### src/common/ecc_report_pkg.sv
package ecc_report_pkg;
  // register byte offsets on the control port
  localparam logic [9:0] OFS_STATUS      = 10'h000;
  localparam logic [9:0] OFS_IRQ_EN      = 10'h004;
  localparam logic [9:0] OFS_CHECK_EN    = 10'h008;
  localparam logic [9:0] OFS_CE_COUNT    = 10'h00c;
  localparam logic [9:0] OFS_CE_ADDR_LO  = 10'h1c0;
  localparam logic [9:0] OFS_CE_ADDR_HI  = 10'h1c4;
  // field positions
  localparam int BIT_UE = 0;
  localparam int BIT_CE = 1;
  localparam int BIT_CHECK_EN = 0;
  // widths and reset values
  localparam int ADDR_W    = 10;
  localparam int DATA_W    = 32;
  localparam int CNT_W     = 8;
  localparam int MEM_ADDR_W = 32;
  localparam logic [1:0]  RST_FLAGS   = 2'h0;
  localparam logic [1:0]  RST_IRQ_EN  = 2'h0;
  localparam logic [7:0]  RST_COUNT   = 8'h00;
  localparam logic [31:0] RST_ADDR    = 32'h0000_0000;
endpackage

### src/rtl/ecc_ce_counter.sv
`timescale 1ns/10ps
// saturating correctable-error counter with software load
module ecc_ce_counter #(
  parameter int WIDTH = 8
) (
  // clock and reset
  input  wire logic             mclk_i,
  input  wire logic             rst_n_i,
  // control
  input  wire logic             load_i,
  input  wire logic [WIDTH-1:0] load_val_i,
  input  wire logic             inc_i,
  // state
  output logic      [WIDTH-1:0] count_o
);
  typedef struct packed {
    logic [WIDTH-1:0] cnt;
  } cnt_state_t;

  cnt_state_t st_q;
  cnt_state_t st_d;

  // next count: load beats increment, increment stops at all ones
  always_comb begin
    st_d = st_q;
    if (load_i) begin
      st_d.cnt = load_val_i;
    end else if (inc_i && (st_q.cnt != {WIDTH{1'b1}})) begin
      st_d.cnt = st_q.cnt + {{(WIDTH-1){1'b0}}, 1'b1};
    end
  end

  // state register
  always_ff @(posedge mclk_i) begin
    if (!rst_n_i) begin
      st_q.cnt <= '0;
    end else begin
      st_q <= st_d;
    end
  end

  assign count_o = st_q.cnt;

  a_count_no_wrap: assert property (@(posedge mclk_i) disable iff (!rst_n_i)
    (!load_i && st_q.cnt == {WIDTH{1'b1}}) |=> st_q.cnt == {WIDTH{1'b1}})
    else $error("counter wrapped past maximum");
endmodule

### src/rtl/ecc_error_report_regs.sv
`timescale 1ns/10ps
module ecc_error_report_regs
#(
  parameter bit ECC_EN                   = 1'b1,
  parameter bit check_enable_reset_param = 1'b1
) (
  // clock and reset
  input  wire logic                                mclk_i,
  input  wire logic                                rst_n_i,
  // control port register access
  input  wire logic                                reg_wr_i,
  input  wire logic                                reg_rd_i,
  input  wire logic [ecc_report_pkg::ADDR_W-1:0]   reg_addr_i,
  input  wire logic [ecc_report_pkg::DATA_W-1:0]   reg_wdata_i,
  output logic      [ecc_report_pkg::DATA_W-1:0]   reg_rdata_o,
  // error events from the read-path decoder
  input  wire logic                                ce_event_i,
  input  wire logic                                ue_event_i,
  input  wire logic [ecc_report_pkg::MEM_ADDR_W-1:0] err_addr_i,
  // outputs to the data path and system
  output logic                                     check_enable_o,
  output logic                                     irq_o
);
  import ecc_report_pkg::*;

  typedef struct packed {
    logic                  ce_flag;
    logic                  uncorrected_flag;
    logic                  ce_irq_en;
    logic                  uncorrected_irq_enable;
    logic                  check_en;
    logic                  capture_armed;
    logic [MEM_ADDR_W-1:0] corrected_first_addr;
    logic [DATA_W-1:0]     rdata;
    logic                  irq;
  } regs_state_t;

  regs_state_t st_q;
  regs_state_t st_d;

  logic [CNT_W-1:0] corrected_count;
  logic             wr_status;
  logic             wr_irq_en;
  logic             wr_check;
  logic             wr_count;
  logic             check_live;
  logic             ce_seen;
  logic             ue_seen;
  logic             rd_mapped;

  // compare a register offset against the bus address
  function automatic logic hit(input logic [ADDR_W-1:0] a, input logic [ADDR_W-1:0] ofs);
    hit = (a == ofs);
  endfunction

  // write strobes per register
  // fixed low offsets
  assign wr_status = reg_wr_i && hit(reg_addr_i, OFS_STATUS);
  assign wr_irq_en = reg_wr_i && hit(reg_addr_i, OFS_IRQ_EN);
  assign wr_check  = reg_wr_i && hit(reg_addr_i, OFS_CHECK_EN);
  assign wr_count  = reg_wr_i && hit(reg_addr_i, OFS_CE_COUNT) && ECC_EN;

  // errors only count while read checking is live
  // no ecc, no check
  assign check_live = ECC_EN && st_q.check_en;
  assign ce_seen    = check_live && ce_event_i;
  assign ue_seen    = check_live && ue_event_i;

  // reads that land on a backed register
  assign rd_mapped = hit(reg_addr_i, OFS_STATUS) || hit(reg_addr_i, OFS_IRQ_EN)
                  || hit(reg_addr_i, OFS_CHECK_EN) || hit(reg_addr_i, OFS_CE_COUNT)
                  || hit(reg_addr_i, OFS_CE_ADDR_LO);

  // correctable counter
  // eight bit counter
  ecc_ce_counter #(
    .WIDTH (CNT_W)
  ) u_ce_counter (
    .mclk_i     (mclk_i),
    .rst_n_i    (rst_n_i),
    .load_i     (wr_count),
    .load_val_i (reg_wdata_i[CNT_W-1:0]),
    .inc_i      (ce_seen),
    .count_o    (corrected_count)
  );

  // next-state logic for all registers except the correctable count, which steps in u_ce_counter
  always_comb begin
    st_d = st_q;
    if (wr_status && reg_wdata_i[BIT_CE]) begin
      st_d.ce_flag = 1'b0;
    end
    if (wr_status && reg_wdata_i[BIT_UE]) begin
      st_d.uncorrected_flag = 1'b0;
    end
    if (wr_status && reg_wdata_i[BIT_CE]) begin
      st_d.capture_armed = 1'b1;
    end
    if (ce_seen) begin
      st_d.ce_flag = 1'b1;
    end
    if (ue_seen) begin
      st_d.uncorrected_flag = 1'b1;
    end
    if (ce_seen && st_q.capture_armed) begin
      st_d.corrected_first_addr = err_addr_i;
      st_d.capture_armed        = 1'b0;
    end
    // interrupt enables
    if (wr_irq_en) begin
      st_d.ce_irq_en              = reg_wdata_i[BIT_CE];
      st_d.uncorrected_irq_enable = reg_wdata_i[BIT_UE];
    end
    if (wr_check && ECC_EN) begin
      st_d.check_en = reg_wdata_i[BIT_CHECK_EN];
    end
    if (!ECC_EN) begin
      st_d.ce_flag                = 1'b0;
      st_d.uncorrected_flag       = 1'b0;
      st_d.ce_irq_en              = 1'b0;
      st_d.uncorrected_irq_enable = 1'b0;
      st_d.check_en               = 1'b0;
      st_d.corrected_first_addr   = RST_ADDR;
    end
    st_d.irq = (st_d.ce_flag && st_d.ce_irq_en)
            || (st_d.uncorrected_flag && st_d.uncorrected_irq_enable);
    // read data, registered
    st_d.rdata = '0;
    if (reg_rd_i && ECC_EN) begin
      unique case (reg_addr_i)
        OFS_STATUS: begin
          st_d.rdata[BIT_CE] = st_q.ce_flag;
          st_d.rdata[BIT_UE] = st_q.uncorrected_flag;
        end
        OFS_IRQ_EN: begin
          st_d.rdata[BIT_CE] = st_q.ce_irq_en;
          st_d.rdata[BIT_UE] = st_q.uncorrected_irq_enable;
        end
        OFS_CHECK_EN: begin
          st_d.rdata[BIT_CHECK_EN] = st_q.check_en;
        end
        OFS_CE_COUNT: begin
          st_d.rdata[CNT_W-1:0] = corrected_count;
        end
        OFS_CE_ADDR_LO: begin
          st_d.rdata = st_q.corrected_first_addr;
        end
        default: begin
          st_d.rdata = '0;
        end
      endcase
    end
  end

  // state register
  always_ff @(posedge mclk_i) begin
    if (!rst_n_i) begin
      st_q.ce_flag                <= RST_FLAGS[BIT_CE];
      st_q.uncorrected_flag       <= RST_FLAGS[BIT_UE];
      st_q.ce_irq_en              <= RST_IRQ_EN[BIT_CE];
      st_q.uncorrected_irq_enable <= RST_IRQ_EN[BIT_UE];
      st_q.check_en               <= ECC_EN && check_enable_reset_param;
      st_q.capture_armed          <= 1'b1;
      st_q.corrected_first_addr   <= RST_ADDR;
      st_q.rdata                  <= '0;
      st_q.irq                    <= 1'b0;
    end else begin
      st_q <= st_d;
    end
  end

  // outputs straight from flops
  assign reg_rdata_o    = st_q.rdata;
  assign irq_o          = st_q.irq;
  assign check_enable_o = st_q.check_en;

  // checks on the register behaviour
  // ce flag sets
  a_ce_flag_set: assert property (@(posedge mclk_i) disable iff (!rst_n_i)
    ce_seen |=> st_q.ce_flag)
    else $error("correctable flag not set");

  a_ce_sticky: assert property (@(posedge mclk_i) disable iff (!rst_n_i)
    (st_q.ce_flag && !(wr_status && reg_wdata_i[BIT_CE])) |=> st_q.ce_flag)
    else $error("correctable flag dropped without a clear");

  a_ue_sticky: assert property (@(posedge mclk_i) disable iff (!rst_n_i)
    (st_q.uncorrected_flag && !(wr_status && reg_wdata_i[BIT_UE]))
      |=> st_q.uncorrected_flag)
    else $error("uncorrected flag dropped without a clear");

  a_ue_flag_set: assert property (@(posedge mclk_i) disable iff (!rst_n_i)
    (ue_seen && !st_q.uncorrected_irq_enable) |=> st_q.uncorrected_flag)
    else $error("uncorrected flag not set when masked");

  a_w1c_clear: assert property (@(posedge mclk_i) disable iff (!rst_n_i)
    (wr_status && reg_wdata_i[BIT_CE] && !ce_seen) |=> !st_q.ce_flag)
    else $error("write one did not clear");

  a_ue_w1c: assert property (@(posedge mclk_i) disable iff (!rst_n_i)
    (wr_status && reg_wdata_i[BIT_UE] && !ue_seen) |=> !st_q.uncorrected_flag)
    else $error("write one did not clear uncorrected flag");

  a_no_write_set: assert property (@(posedge mclk_i) disable iff (!rst_n_i)
    (!st_q.uncorrected_flag && !ue_seen) |=> !st_q.uncorrected_flag)
    else $error("flag set without error");

  a_ce_no_set: assert property (@(posedge mclk_i) disable iff (!rst_n_i)
    (!st_q.ce_flag && !ce_seen) |=> !st_q.ce_flag)
    else $error("correctable flag set without error");

  a_irq_value: assert property (@(posedge mclk_i) disable iff (!rst_n_i)
    ##1 irq_o == ((st_q.ce_flag && st_q.ce_irq_en)
                 || (st_q.uncorrected_flag && st_q.uncorrected_irq_enable)))
    else $error("interrupt mismatch");

  a_irq_en_write: assert property (@(posedge mclk_i) disable iff (!rst_n_i)
    (wr_irq_en && ECC_EN) |=> (st_q.ce_irq_en == $past(reg_wdata_i[BIT_CE]))
      && (st_q.uncorrected_irq_enable == $past(reg_wdata_i[BIT_UE])))
    else $error("interrupt enable write lost");

  a_irq_masked: assert property (@(posedge mclk_i) disable iff (!rst_n_i)
    (!st_q.ce_irq_en && !st_q.uncorrected_irq_enable) |-> !irq_o)
    else $error("interrupt with enables clear");

  a_ue_irq_masked: assert property (@(posedge mclk_i) disable iff (!rst_n_i)
    (!st_q.uncorrected_irq_enable && !(st_q.ce_flag && st_q.ce_irq_en)) |-> !irq_o)
    else $error("masked uncorrected flag drove interrupt");

  a_no_ecc_quiet: assert property (@(posedge mclk_i) disable iff (!rst_n_i)
    !ECC_EN |-> (reg_rdata_o == '0) && !irq_o)
    else $error("registers visible without ecc");

  a_no_ecc_check: assert property (@(posedge mclk_i) disable iff (!rst_n_i)
    !ECC_EN |-> !check_enable_o)
    else $error("checking enabled without ecc");

  a_check_write: assert property (@(posedge mclk_i) disable iff (!rst_n_i)
    (wr_check && ECC_EN) |=> check_enable_o == $past(reg_wdata_i[BIT_CHECK_EN]))
    else $error("check enable write lost");

  a_check_off_quiet: assert property (@(posedge mclk_i) disable iff (!rst_n_i)
    (!st_q.check_en && !st_q.ce_flag && !(wr_count)) |=> !st_q.ce_flag)
    else $error("error recorded with checking off");

  a_addr_hold: assert property (@(posedge mclk_i) disable iff (!rst_n_i)
    (!st_q.capture_armed && !wr_status) |=> $stable(st_q.corrected_first_addr))
    else $error("capture overwritten while disarmed");

  a_addr_capture: assert property (@(posedge mclk_i) disable iff (!rst_n_i)
    (ce_seen && st_q.capture_armed) |=> st_q.corrected_first_addr == $past(err_addr_i)
      ##0 !st_q.capture_armed)
    else $error("first address not captured");

  a_count_step: assert property (@(posedge mclk_i) disable iff (!rst_n_i)
    (ce_seen && !wr_count && (corrected_count != {CNT_W{1'b1}}))
      |=> corrected_count == $past(corrected_count) + CNT_W'(1))
    else $error("count did not step on correctable error");

  a_count_quiet: assert property (@(posedge mclk_i) disable iff (!rst_n_i)
    (!ce_seen && !wr_count) |=> $stable(corrected_count))
    else $error("count moved without error or write");

  a_count_load: assert property (@(posedge mclk_i) disable iff (!rst_n_i)
    wr_count |=> corrected_count == $past(reg_wdata_i[CNT_W-1:0]))
    else $error("count write lost");

  a_status_read: assert property (@(posedge mclk_i) disable iff (!rst_n_i)
    (reg_rd_i && (reg_addr_i == OFS_STATUS))
      |=> reg_rdata_o == {30'h0, $past(st_q.ce_flag), $past(st_q.uncorrected_flag)})
    else $error("status read layout wrong");

  a_addr_hi_zero: assert property (@(posedge mclk_i) disable iff (!rst_n_i)
    (reg_rd_i && (reg_addr_i == OFS_CE_ADDR_HI)) |=> reg_rdata_o == '0)
    else $error("upper address half not zero");

  a_resv_zero: assert property (@(posedge mclk_i) disable iff (!rst_n_i)
    (reg_rd_i && !rd_mapped) |=> reg_rdata_o == '0)
    else $error("reserved offset read not zero");

  // main scenarios reached
  c_ce_event: cover property (@(posedge mclk_i) disable iff (!rst_n_i) ce_seen);
  c_irq_rise: cover property (@(posedge mclk_i) disable iff (!rst_n_i) $rose(irq_o));
  c_rearm: cover property (@(posedge mclk_i) disable iff (!rst_n_i)
    !st_q.capture_armed ##1 st_q.capture_armed);
  c_set_clear: cover property (@(posedge mclk_i) disable iff (!rst_n_i)
    ce_seen && wr_status && reg_wdata_i[BIT_CE]);
  c_count_sat: cover property (@(posedge mclk_i) disable iff (!rst_n_i)
    ce_seen && (corrected_count == {CNT_W{1'b1}}));
endmodule

### config.mk
export PLATFORM = sky130hd
export DESIGN_NAME = ecc_error_report_regs
export DESIGN_NICKNAME = d
export VERILOG_FILES = /design/src/common/ecc_report_pkg.sv /design/src/rtl/ecc_ce_counter.sv /design/src/rtl/ecc_error_report_regs.sv
export SDC_FILE = /design/constraint.sdc
export NUM_CORES = 1
export LEC_CHECK = 0
export BUFFER_PORTS_ARGS = -buffer_cell sky130_fd_sc_hd__buf_2
export CAP_MARGIN = 20
export CELL_PAD_IN_SITES_DETAIL_PLACEMENT = 1
export CELL_PAD_IN_SITES_GLOBAL_PLACEMENT = 1
export CORE_MARGIN = 5
export CORE_UTILIZATION = 32
export DETAILED_ROUTE_END_ITERATION = 8
export GPL_ROUTABILITY_DRIVEN = 1
export PLACE_DENSITY = 0.8
export SETUP_SLACK_MARGIN = 0.15
export SLEW_MARGIN = 10
export SYNTH_ARGS = -nofsm -noshare
export SYNTH_HDL_FRONTEND = slang
export SYNTH_SLANG_ARGS = --single-unit
### constraint.sdc
create_clock -name mclk_i -period 1.75 [get_ports mclk_i]
set_input_delay 0.35 -clock mclk_i [delete_from_list [all_inputs] [get_ports mclk_i]]
set_output_delay 0.35 -clock mclk_i [all_outputs]
set_load 0.02 [all_outputs]
# After elaboration in Yosys (flattened, before gate mapping)
# Index checks and enable logic that the tools add are counted.
# totals
regBits	79
in_bits	80
wordCells	47
# classes
muxes	12
reduce_logical	18
addsub	1
eq_ne	5
# ops
operator	count
2-to-1 mux 33 bit	1
== test 10 x 4 -> 1 bit (second input constant)	2
2-to-1 mux 8 bit	2
logical AND 1 bit	12
one-hot mux 6 bit (2 select lines)	1
== test 10 x 3 -> 1 bit (second input constant)	1
== test 10 x 9 -> 1 bit (second input constant)	1
zero test 10 bit	1
adder 8 x 1 -> 8 bit (second input constant)	1
inequality test 8 bit (second input constant)	1
2-to-1 mux 1 bit	5
one-hot mux 1 bit (5 select lines)	1
one-hot mux 1 bit (4 select lines)	1
nonzero test 2 bit	2
AND reduction 3 bit	1
2-to-1 mux 2 bit	1
AND reduction 2 bit	1
logical OR 1 bit	1

# Depth between registers and ports, before layout
# Gate-level depths: netlist of the first run.
# depth
word_depth	7
ltp_mapped	6
depth_no_buf	5

# Cells and area by module
# From an unflattened synthesis of the first run, not the netlist that was laid out.
# hier_totals
cells_unflattened	345
area_unflattened_um2	3183.1
# modules_own_cells
module	area_per_inst_um2	n_inst	cells_per_inst	seq_area_each_um2
ecc_error_report_regs	2708.8	1	291	1421.4
ecc_ce_counter	474.2	1	54	160.2

# Worst setup path before layout of the first run
# OpenSTA, ideal clock, no wires.
# synth_path
path_kind	input to register
startpoint	input reg_addr_i[1] (netlist name)
endpoint	register st_q (netlist bit reg_rdata_o[2])
t_arrival_ps	1713
path_slack_ps	-21
n_path_buf	1
cell_stages	5
setup_ps	58
path_cell_list	or4_4 nor4_4 and2_1 buf_6 a22o_2
# synth_between
elab_chain_len	2
elab_cells_between_ends	3
classes_between	2 x eq/ne; 1 x mux
# synth_rtl
element	line_no	source
start, declared	ecc_error_report_regs.sv:13	input wire logic [ecc_report_pkg::ADDR_W-1:0] reg_addr_i,
== test 10 x 9 -> 1 bit or == test 10 x 4 -> 1 bit (tied branches)	ecc_error_report_regs.sv:130	unique case (reg_addr_i)
one-hot mux 6 bit (2 select lines) *	ecc_error_report_regs.sv:130	
end signal, assigned	ecc_error_report_regs.sv:168	st_q <= st_d;
end, declared	ecc_error_report_regs.sv:38	regs_state_t st_q;
# Every way passes the cells marked *; elsewhere a longest branch is shown, timed or not.
# A chain may end at the register's enable or synchronous reset.

# Worst setup path after layout of the first run
# layout_path
startpoint	input reg_addr_i[1] (netlist name)
endpoint	register st_q (netlist bit reg_rdata_o[6])
# Same word-level chain as after synthesis.

==> run_results.csv, run 1 <==
group,metric,value,unit
status,status,"finished, final reports clean",
synthesis,synthXorXnorAreaFrac,0.00272,
clock_network,hold_buffers,0,
detailed_routing,drt_iter0_drc,82,
floorplan,die_w,110,µm
synthesis,synth_warnings,0,
synthesis,yosys_register_bits,79,
synthesis,synth_top_family_by_area,"simple AND/OR/NAND/NOR gates",
synthesis,synthFlopType,"dfxtp_1",
global_routing,antenna_found_initial,0,
worst_setup_path,max_stage_delay,0.55,ns
floorplan,design.die.area,12200,µm²
timing,skew,0.0136,ns
cells_and_area,diodes,0,
timing,timing.final.crit_share,0.884,
clock_network,cts_tree,"yes",
worst_setup_path,worstSetupPathType,"primary input to register",
clock_network,cts_buffer_depth,2,
detailed_routing,vias,2751,
synthesis,synth_simple_gate_area_frac,0.236,
run,maxCapViolations,0,
global_routing,grt_use_total,0.139,
placement,io_buffers,89,
timing,rsz0062_at_grt,"true",
timing,fmax,0.646,GHz
detailed_routing,avgRoutedWirePerCell,15.0,µm
cells_and_area,final_cell_count_no_fill,569,
worst_setup_path,cp-end-kind,"register",
placement,place.gp.congestion,0.778,
synthesis,synth_nets,446,
worst_setup_path,cpMaxStageDelayCell,"or4_4",
floorplan,die_h,110,µm
synthesis,synth_compound_area_frac,0.134,
floorplan,io_pins,114,
synthesis,synth_cell_types,47,
clock_network,clockRootBuffer,"clkbuf_8",
clock_network,cts.sinks,79,
cells_and_area,drive_gt1_frac,0.349,
global_routing,grt_max_degree,34,
synthesis,async_flop_share,0,
pwr,p_leak,0.00178,µW
clock_network,h-tree-depth,3,
cells_and_area,postLayoutCoreUtil,0.397,
placement,hpwl,6.44,mm
pwr,ir_drop,0.421,mV
cells_and_area,final_common_cell,"buf_2",
synthesis,synth_area,3230,µm²
global_routing,grt_pass1_vias,2783,
global_routing,grt_pass1_wl,14.0,mm
synthesis,ys_seq_area_frac,0.490,
timing,maxSlewHeadroom,0.750,
floorplan,initial_core_util,0.328,
pwr,p_total,3450,µW
detailed_routing,routed_wl,8.53,mm
floorplan,core,9820,µm²
worst_setup_path,cp_cell_sequence,"buf_2 > or4_4 > nor4_4 > and2_1 > a22o_2",
synthesis,synthMuxAreaShare,0.0190,
hold_path,hold_class,"primary input to register",
clock_network,cts_buffers,9,
floorplan,rows,36,
timing,tns,0,ns
worst_setup_path,worstSetupStartpointType,"primary input",
detailed_routing,drc,0,
detailed_routing,vias_per_cell,4.83,
detailed_routing,firstDrtPassIters,4,
detailed_routing,ant_nets,0,
placement,dp.cells,552,
cells_and_area,area_delta_synth_final,20.8,%
worst_setup_path,required,2.04,ns
timing,tightest_slew,0.371,ns
pwr,pwr_density_cell,885,nW/µm²
global_routing,grt.overflow.total,0,
cells_and_area,nets,512,
clock_network,clk_latency,0.34,ns
clock_network,path_clk_slew,0.09,ns
synthesis,syn_inst,365,
timing,setup_viol,0,
synthesis,synth.avg_cell_area,8.84,µm²
synthesis,yosys.area_share.adder,0.00388,
timing,min_period,1.55,ns
cells_and_area,nFillCells,1222,
timing,holdWs,0.230,ns
worst_setup_path,critPathArrivalTime,1.84,ns
worst_setup_path,reg2reg_slack,0.21,ns
worst_setup_path,crit_path_max_fanout,6,
cells_and_area,layout_common_cells,"89 x buf_2, 77 x dfxtp_1, 70 x nand2_1",
synthesis,synth-edff-count,0,
timing,hold_viol_final,0,
timing,final_max_slew_viol_count,0,
## stage by stage
step           worst slack [ns]  cell area (µm²)
6_report                  0.203             3900
5_1_grt                  0.0846             3900
4_1_cts                   0.151             3860
3_5_place_dp             -0.161             3670
3_3_place_gp             -0.137             3670
2_1_floorplan           -0.0206             3230
## where the power goes
part           switching (µW)  internal (µW)
Sequential               30.1           1850
Combinational             169            134
Clock                     691            573
Total                     890           2560
## critical path: cells and delay by family
family / cells / cell delay, ns
buf+inv: 1 / 0.11
compound gates: 1 / 0.20
simple gates: 3 / 1.18
## metal layers
metal | vias up | global-route usage | wire (µm)
met2 | 72 | 0.229 | 4100
li1 | 1360 | - | -
met3 | 8 | 0.0388 | 416
met4 | 0 | 0.0402 | 98
met5 | - | 0 | 0
met1 | 1311 | 0.177 | 3920
## state kept, by name, indices dropped and copies added (netlist names)
name	flops
check_enable_o	1
irq_o	1
reg_rdata_o	32
st_q	37
u_ce_counter.count_o	8
## worst paths after layout
path	from	end	cells past startpoint
worst max-delay path	reg_addr_i[1]	reg_rdata_o[6]$_SDFF_PN0_	5
worst min-delay path	err_addr_i[22]	st_q[55]$_SDFFE_PN0P_	3
worst max register to register	u_ce_counter.count_o[1]$_SDFFE_PN0P_	u_ce_counter.count_o[1]$_SDFFE_PN0P_	5
worst min register to register	st_q[48]$_SDFFE_PN0P_	st_q[48]$_SDFFE_PN0P_	2
## repair_timing
item                                    in CTS  in global routing
endpoints found under the setup margin       0                  7
resized for setup                            0                  8
buffers inserted                             0                  1
## final cells by class
class / count / area (µm²) / share of cell area
Tap cell: 133 / 166 / 0.0427
Timing Repair Buffer: 111 / 627 / 0.161
Clock buffer: 10 / 138 / 0.0353
Inverter: 7 / 26.3 / 0.00674
Multi-Input combinational cell: 223 / 1300 / 0.334
Clock inverter: 6 / 52.6 / 0.0135
Sequential cell: 79 / 1580 / 0.407
## cell families after synthesis
kind of cell / count (synthesis)
buf+inv: 63
xor+xnor: 1
fa+ha+maj: 1
simple gates: 145
compound gates: 70
flops: 79
mux: 6
## cells in the mapped netlist (2+ instances only)
master | instances | area share
nor4b_1 | 2 | 0.0054
nor4_1 | 2 | 0.0039
clkbuf_1 | 21 | 0.024
and3_1 | 24 | 0.047
clkbuf_2 | 2 | 0.0031
a21oi_1 | 41 | 0.064
buf_4 | 32 | 0.074
nor3b_1 | 2 | 0.0047
mux2i_1 | 5 | 0.016
nand3_1 | 12 | 0.019
inv_1 | 6 | 0.0070
and3_2 | 4 | 0.0093
o211ai_1 | 3 | 0.0070
nand2_1 | 70 | 0.081
and4b_1 | 3 | 0.0093
o21ai_0 | 6 | 0.0093
a31o_2 | 2 | 0.0054
nor2b_1 | 2 | 0.0039
and4_1 | 3 | 0.0081
a22o_2 | 6 | 0.019
nand4_1 | 6 | 0.012
dfxtp_1 | 79 | 0.49
and2_1 | 2 | 0.0039
a21o_1 | 2 | 0.0047
nor2_1 | 6 | 0.0070
(Power assumes the default switching activity.)
==> run 2, diff against run 1 <==
--- a/config.mk
+++ b/config.mk
@@ -13,9 +13,10 @@
 export CORE_UTILIZATION = 32
 export DETAILED_ROUTE_END_ITERATION = 8
 export GPL_ROUTABILITY_DRIVEN = 1
-export PLACE_DENSITY = 0.8
+export PLACE_DENSITY = 0.79
 export SETUP_SLACK_MARGIN = 0.15
 export SLEW_MARGIN = 10
 export SYNTH_ARGS = -nofsm -noshare
 export SYNTH_HDL_FRONTEND = slang
+export SYNTH_HIERARCHICAL = 1
 export SYNTH_SLANG_ARGS = --single-unit
==> run_results.csv, run 2 <==
group,metric,value,unit
synthesis,synth.avg_cell_area,9.23,µm²
pwr,p_leak,0.00168,µW
cells_and_area,final_common_cell,"buf_2",
clock_network,clk_latency,0.34,ns
timing,skew,0.0119,ns
global_routing,grt_pass1_vias,2671,
synthesis,synthFlopType,"dfxtp_1",
timing,fmax,0.673,GHz
clock_network,cts_buffers,9,
timing,min_period,1.49,ns
pwr,ir_drop,0.342,mV
worst_setup_path,crit_path_max_fanout,6,
cells_and_area,largest_reg_flops,37,
worst_setup_path,max_stage_delay,0.34,ns
synthesis,synth-edff-count,0,
timing,final_max_slew_viol_count,0,
synthesis,yosysMostFrequentCell,"dfxtp_1",
worst_setup_path,r2r-start,"check_enable_o$_SDFFE_PN1P_",
cells_and_area,max_flop_register,"st_q",
worst_setup_path,critPathArrivalTime,1.70,ns
cells_and_area,area_delta_synth_final,20.9,%
synthesis,synth.largest_area_cell,"dfxtp_1",
global_routing,antenna_found_initial,0,
worst_setup_path,critPathBufInv,1,
timing,tightest_slew,0.375,ns
worst_setup_path,required,1.97,ns
clock_network,clockRootBuffer,"clkbuf_8",
clock_network,h-tree-depth,3,
global_routing,grt_use_total,0.133,
timing,setup_viol,0,
run,maxCapViolations,0,
worst_setup_path,reg2reg_slack,0.26,ns
timing,tns,0,ns
cells_and_area,nFillCells,1175,
synthesis,ys_seq_area_frac,0.497,
hold_path,hold_class,"primary input to register",
clock_network,cts_tree,"yes",
synthesis,netlist_top_cells_count,"79 x dfxtp_1, 74 x nand2_1, 36 x a21oi_1",
detailed_routing,routed_wl,7.79,mm
global_routing,grt_pass1_wl,12.5,mm
placement,io_buffers,89,
cells_and_area,nets,495,
synthesis,synth_warnings,6,
synthesis,async_flop_share,0,
worst_setup_path,worstSetupPathType,"register to register",
detailed_routing,drt_iter0_drc,136,
synthesis,synth_top_cell_area_share,0.497,
clock_network,cts_buffer_depth,2,
detailed_routing,avgRoutedWirePerCell,14.2,µm
worst_setup_path,reg2reg_depth,6,
pwr,p_total,3590,µW
clock_network,hold_buffers,0,
floorplan,die_h,110,µm
worst_setup_path,worstSetupStartpointType,"register",
timing,rsz0062_at_grt,"false",
floorplan,core,9730,µm²
status,status,"finished, final reports clean",
hold_path,whs_path_depth,3,
timing,hold_viol_final,0,
detailed_routing,ant_nets,0,
clock_network,path_clk_slew,0.08,ns
worst_setup_path,crit_top_cell,"nand2_1",
pwr,pwr_density_cell,933,nW/µm²
global_routing,grt_max_degree,28,
placement,place.gp.congestion,0.845,
clock_network,cts.sinks,79,
worst_setup_path,r2r-end,"u_ce_counter/count_o[7]$_SDFFE_PN0P_",
worst_setup_path,cp-end-kind,"register",
synthesis,synth_cell_types,50,
worst_setup_path,cpMaxStageDelayCell,"dfxtp_1",
cells_and_area,drive_gt1_frac,0.329,
floorplan,die_w,110,µm
detailed_routing,vias,2532,
timing,maxSlewHeadroom,0.749,
worst_setup_path,crit_family,"simple AND/OR/NAND/NOR gates",
floorplan,design.die.area,12000,µm²
detailed_routing,firstDrtPassIters,4,
floorplan,io_pins,114,
cells_and_area,diodes,0,
synthesis,netlist_top_cells_area,"dfxtp_1 50%, nand2_1 8.7%, buf_4 7.5%, a21oi_1 5.7%, and2_1 5.1%",
placement,hpwl,5.91,mm
timing,holdWs,0.246,ns
timing,timing.final.crit_share,0.849,
synthesis,syn_inst,345,
global_routing,grt.overflow.total,0,
floorplan,initial_core_util,0.327,
floorplan,rows,36,
detailed_routing,drc,0,
detailed_routing,vias_per_cell,4.60,
hold_path,worstHoldEndpoint,"u_ce_counter/count_o[3]$_SDFFE_PN0P_",
synthesis,synth_nets,426,
worst_setup_path,cp_cell_sequence,"nand2_1 > inv_1 > and4_1 > nand2_1 > nor4b_1 > a211oi_1",
hold_path,min_from,"reg_wdata_i[3]",
cells_and_area,layout_common_cells,"89 x buf_2, 79 x dfxtp_1, 74 x nand2_1",
synthesis,yosys_register_bits,79,
synthesis,synth_area,3180,µm²
-- run 2: cells by family (layout without fill, tap and decap cells) --
group	count (synthesis)	count (layout)	synth area share
AO/OA/AOI/OAI	64	64	0.133
flip-flops	79	79	0.497
XOR/XNOR	1	1	0.00275
multiplexers	6	6	0.0240
AND/OR/NAND/NOR	141	141	0.232
adder cells (fa/ha/maj)	1	1	0.00393
buffers and inverters	53	125	0.108
-- run 2: cell type report --
class | instances | area, µm² | share of cell area
tap | 133 | 166 | 0.0433
sequential | 79 | 1580 | 0.411
multi-input combinational | 213 | 1260 | 0.328
inverter | 5 | 18.8 | 0.00488
clock buffer | 9 | 124 | 0.0322
clock inverter | 5 | 83.8 | 0.0218
timing repair buffer | 106 | 611 | 0.159
-- run 2: worst max path at each step --
stage	depth (start not counted)	slack [ns]	start	endpoint
floorplan	7	0.15	reg_addr_i[1]	u_ce_counter/count_o[6]$_SDFFE_PN0P_
global placement	6	0.005	reg_addr_i[1]	irq_o$_SDFF_PN0_
detailed placement	7	-0.05	reg_addr_i[7]	u_ce_counter/count_o[1]$_SDFFE_PN0P_
CTS	5	0.19	u_ce_counter/count_o[0]$_SDFFE_PN0P_	u_ce_counter/count_o[6]$_SDFFE_PN0P_
global route	6	0.19	check_enable_o$_SDFFE_PN1P_	u_ce_counter/count_o[7]$_SDFFE_PN0P_
finish	6	0.26	check_enable_o$_SDFFE_PN1P_	u_ce_counter/count_o[7]$_SDFFE_PN0P_
-- run 2: timing repair --
action	CTS	global route
buffers inserted	0	0
gates resized for setup	0	2
setup endpoints to repair	0	6
-- run 2: power by group --
part           switching, µW  internal (µW)
clock                    651            793
combinational            148            121
sequential              26.3           1850
total                    826           2760
-- run 2: worst min-delay path: cells and delay by family --
kind	cells	cell delay (ns)
AO/OA/AOI/OAI	1	0.05
buffers and inverters	1	0.09
AND/OR/NAND/NOR	1	0.05
-- run 2: stage by stage --
stage | cell area, µm² | util | setup WS [ns] | cells
floorplan | 3190 | - | 0.152 | 345
global placement | 3640 | 0.374 | 0.00529 | 536
detailed placement | 3640 | 0.374 | -0.0456 | 536
CTS | 3850 | 0.395 | 0.186 | 550
global route | 3850 | 0.395 | 0.189 | 550
finish | 3850 | 0.395 | 0.265 | 550
-- run 2: layer usage --
layer	global-route usage	up-vias	share of wire
li1	-	1267	-
met1	0.170	1196	0.47
met2	0.226	62	0.47
met3	0.0270	7	0.050
met4	0.0401	0	0.0083
met5	0	-	0
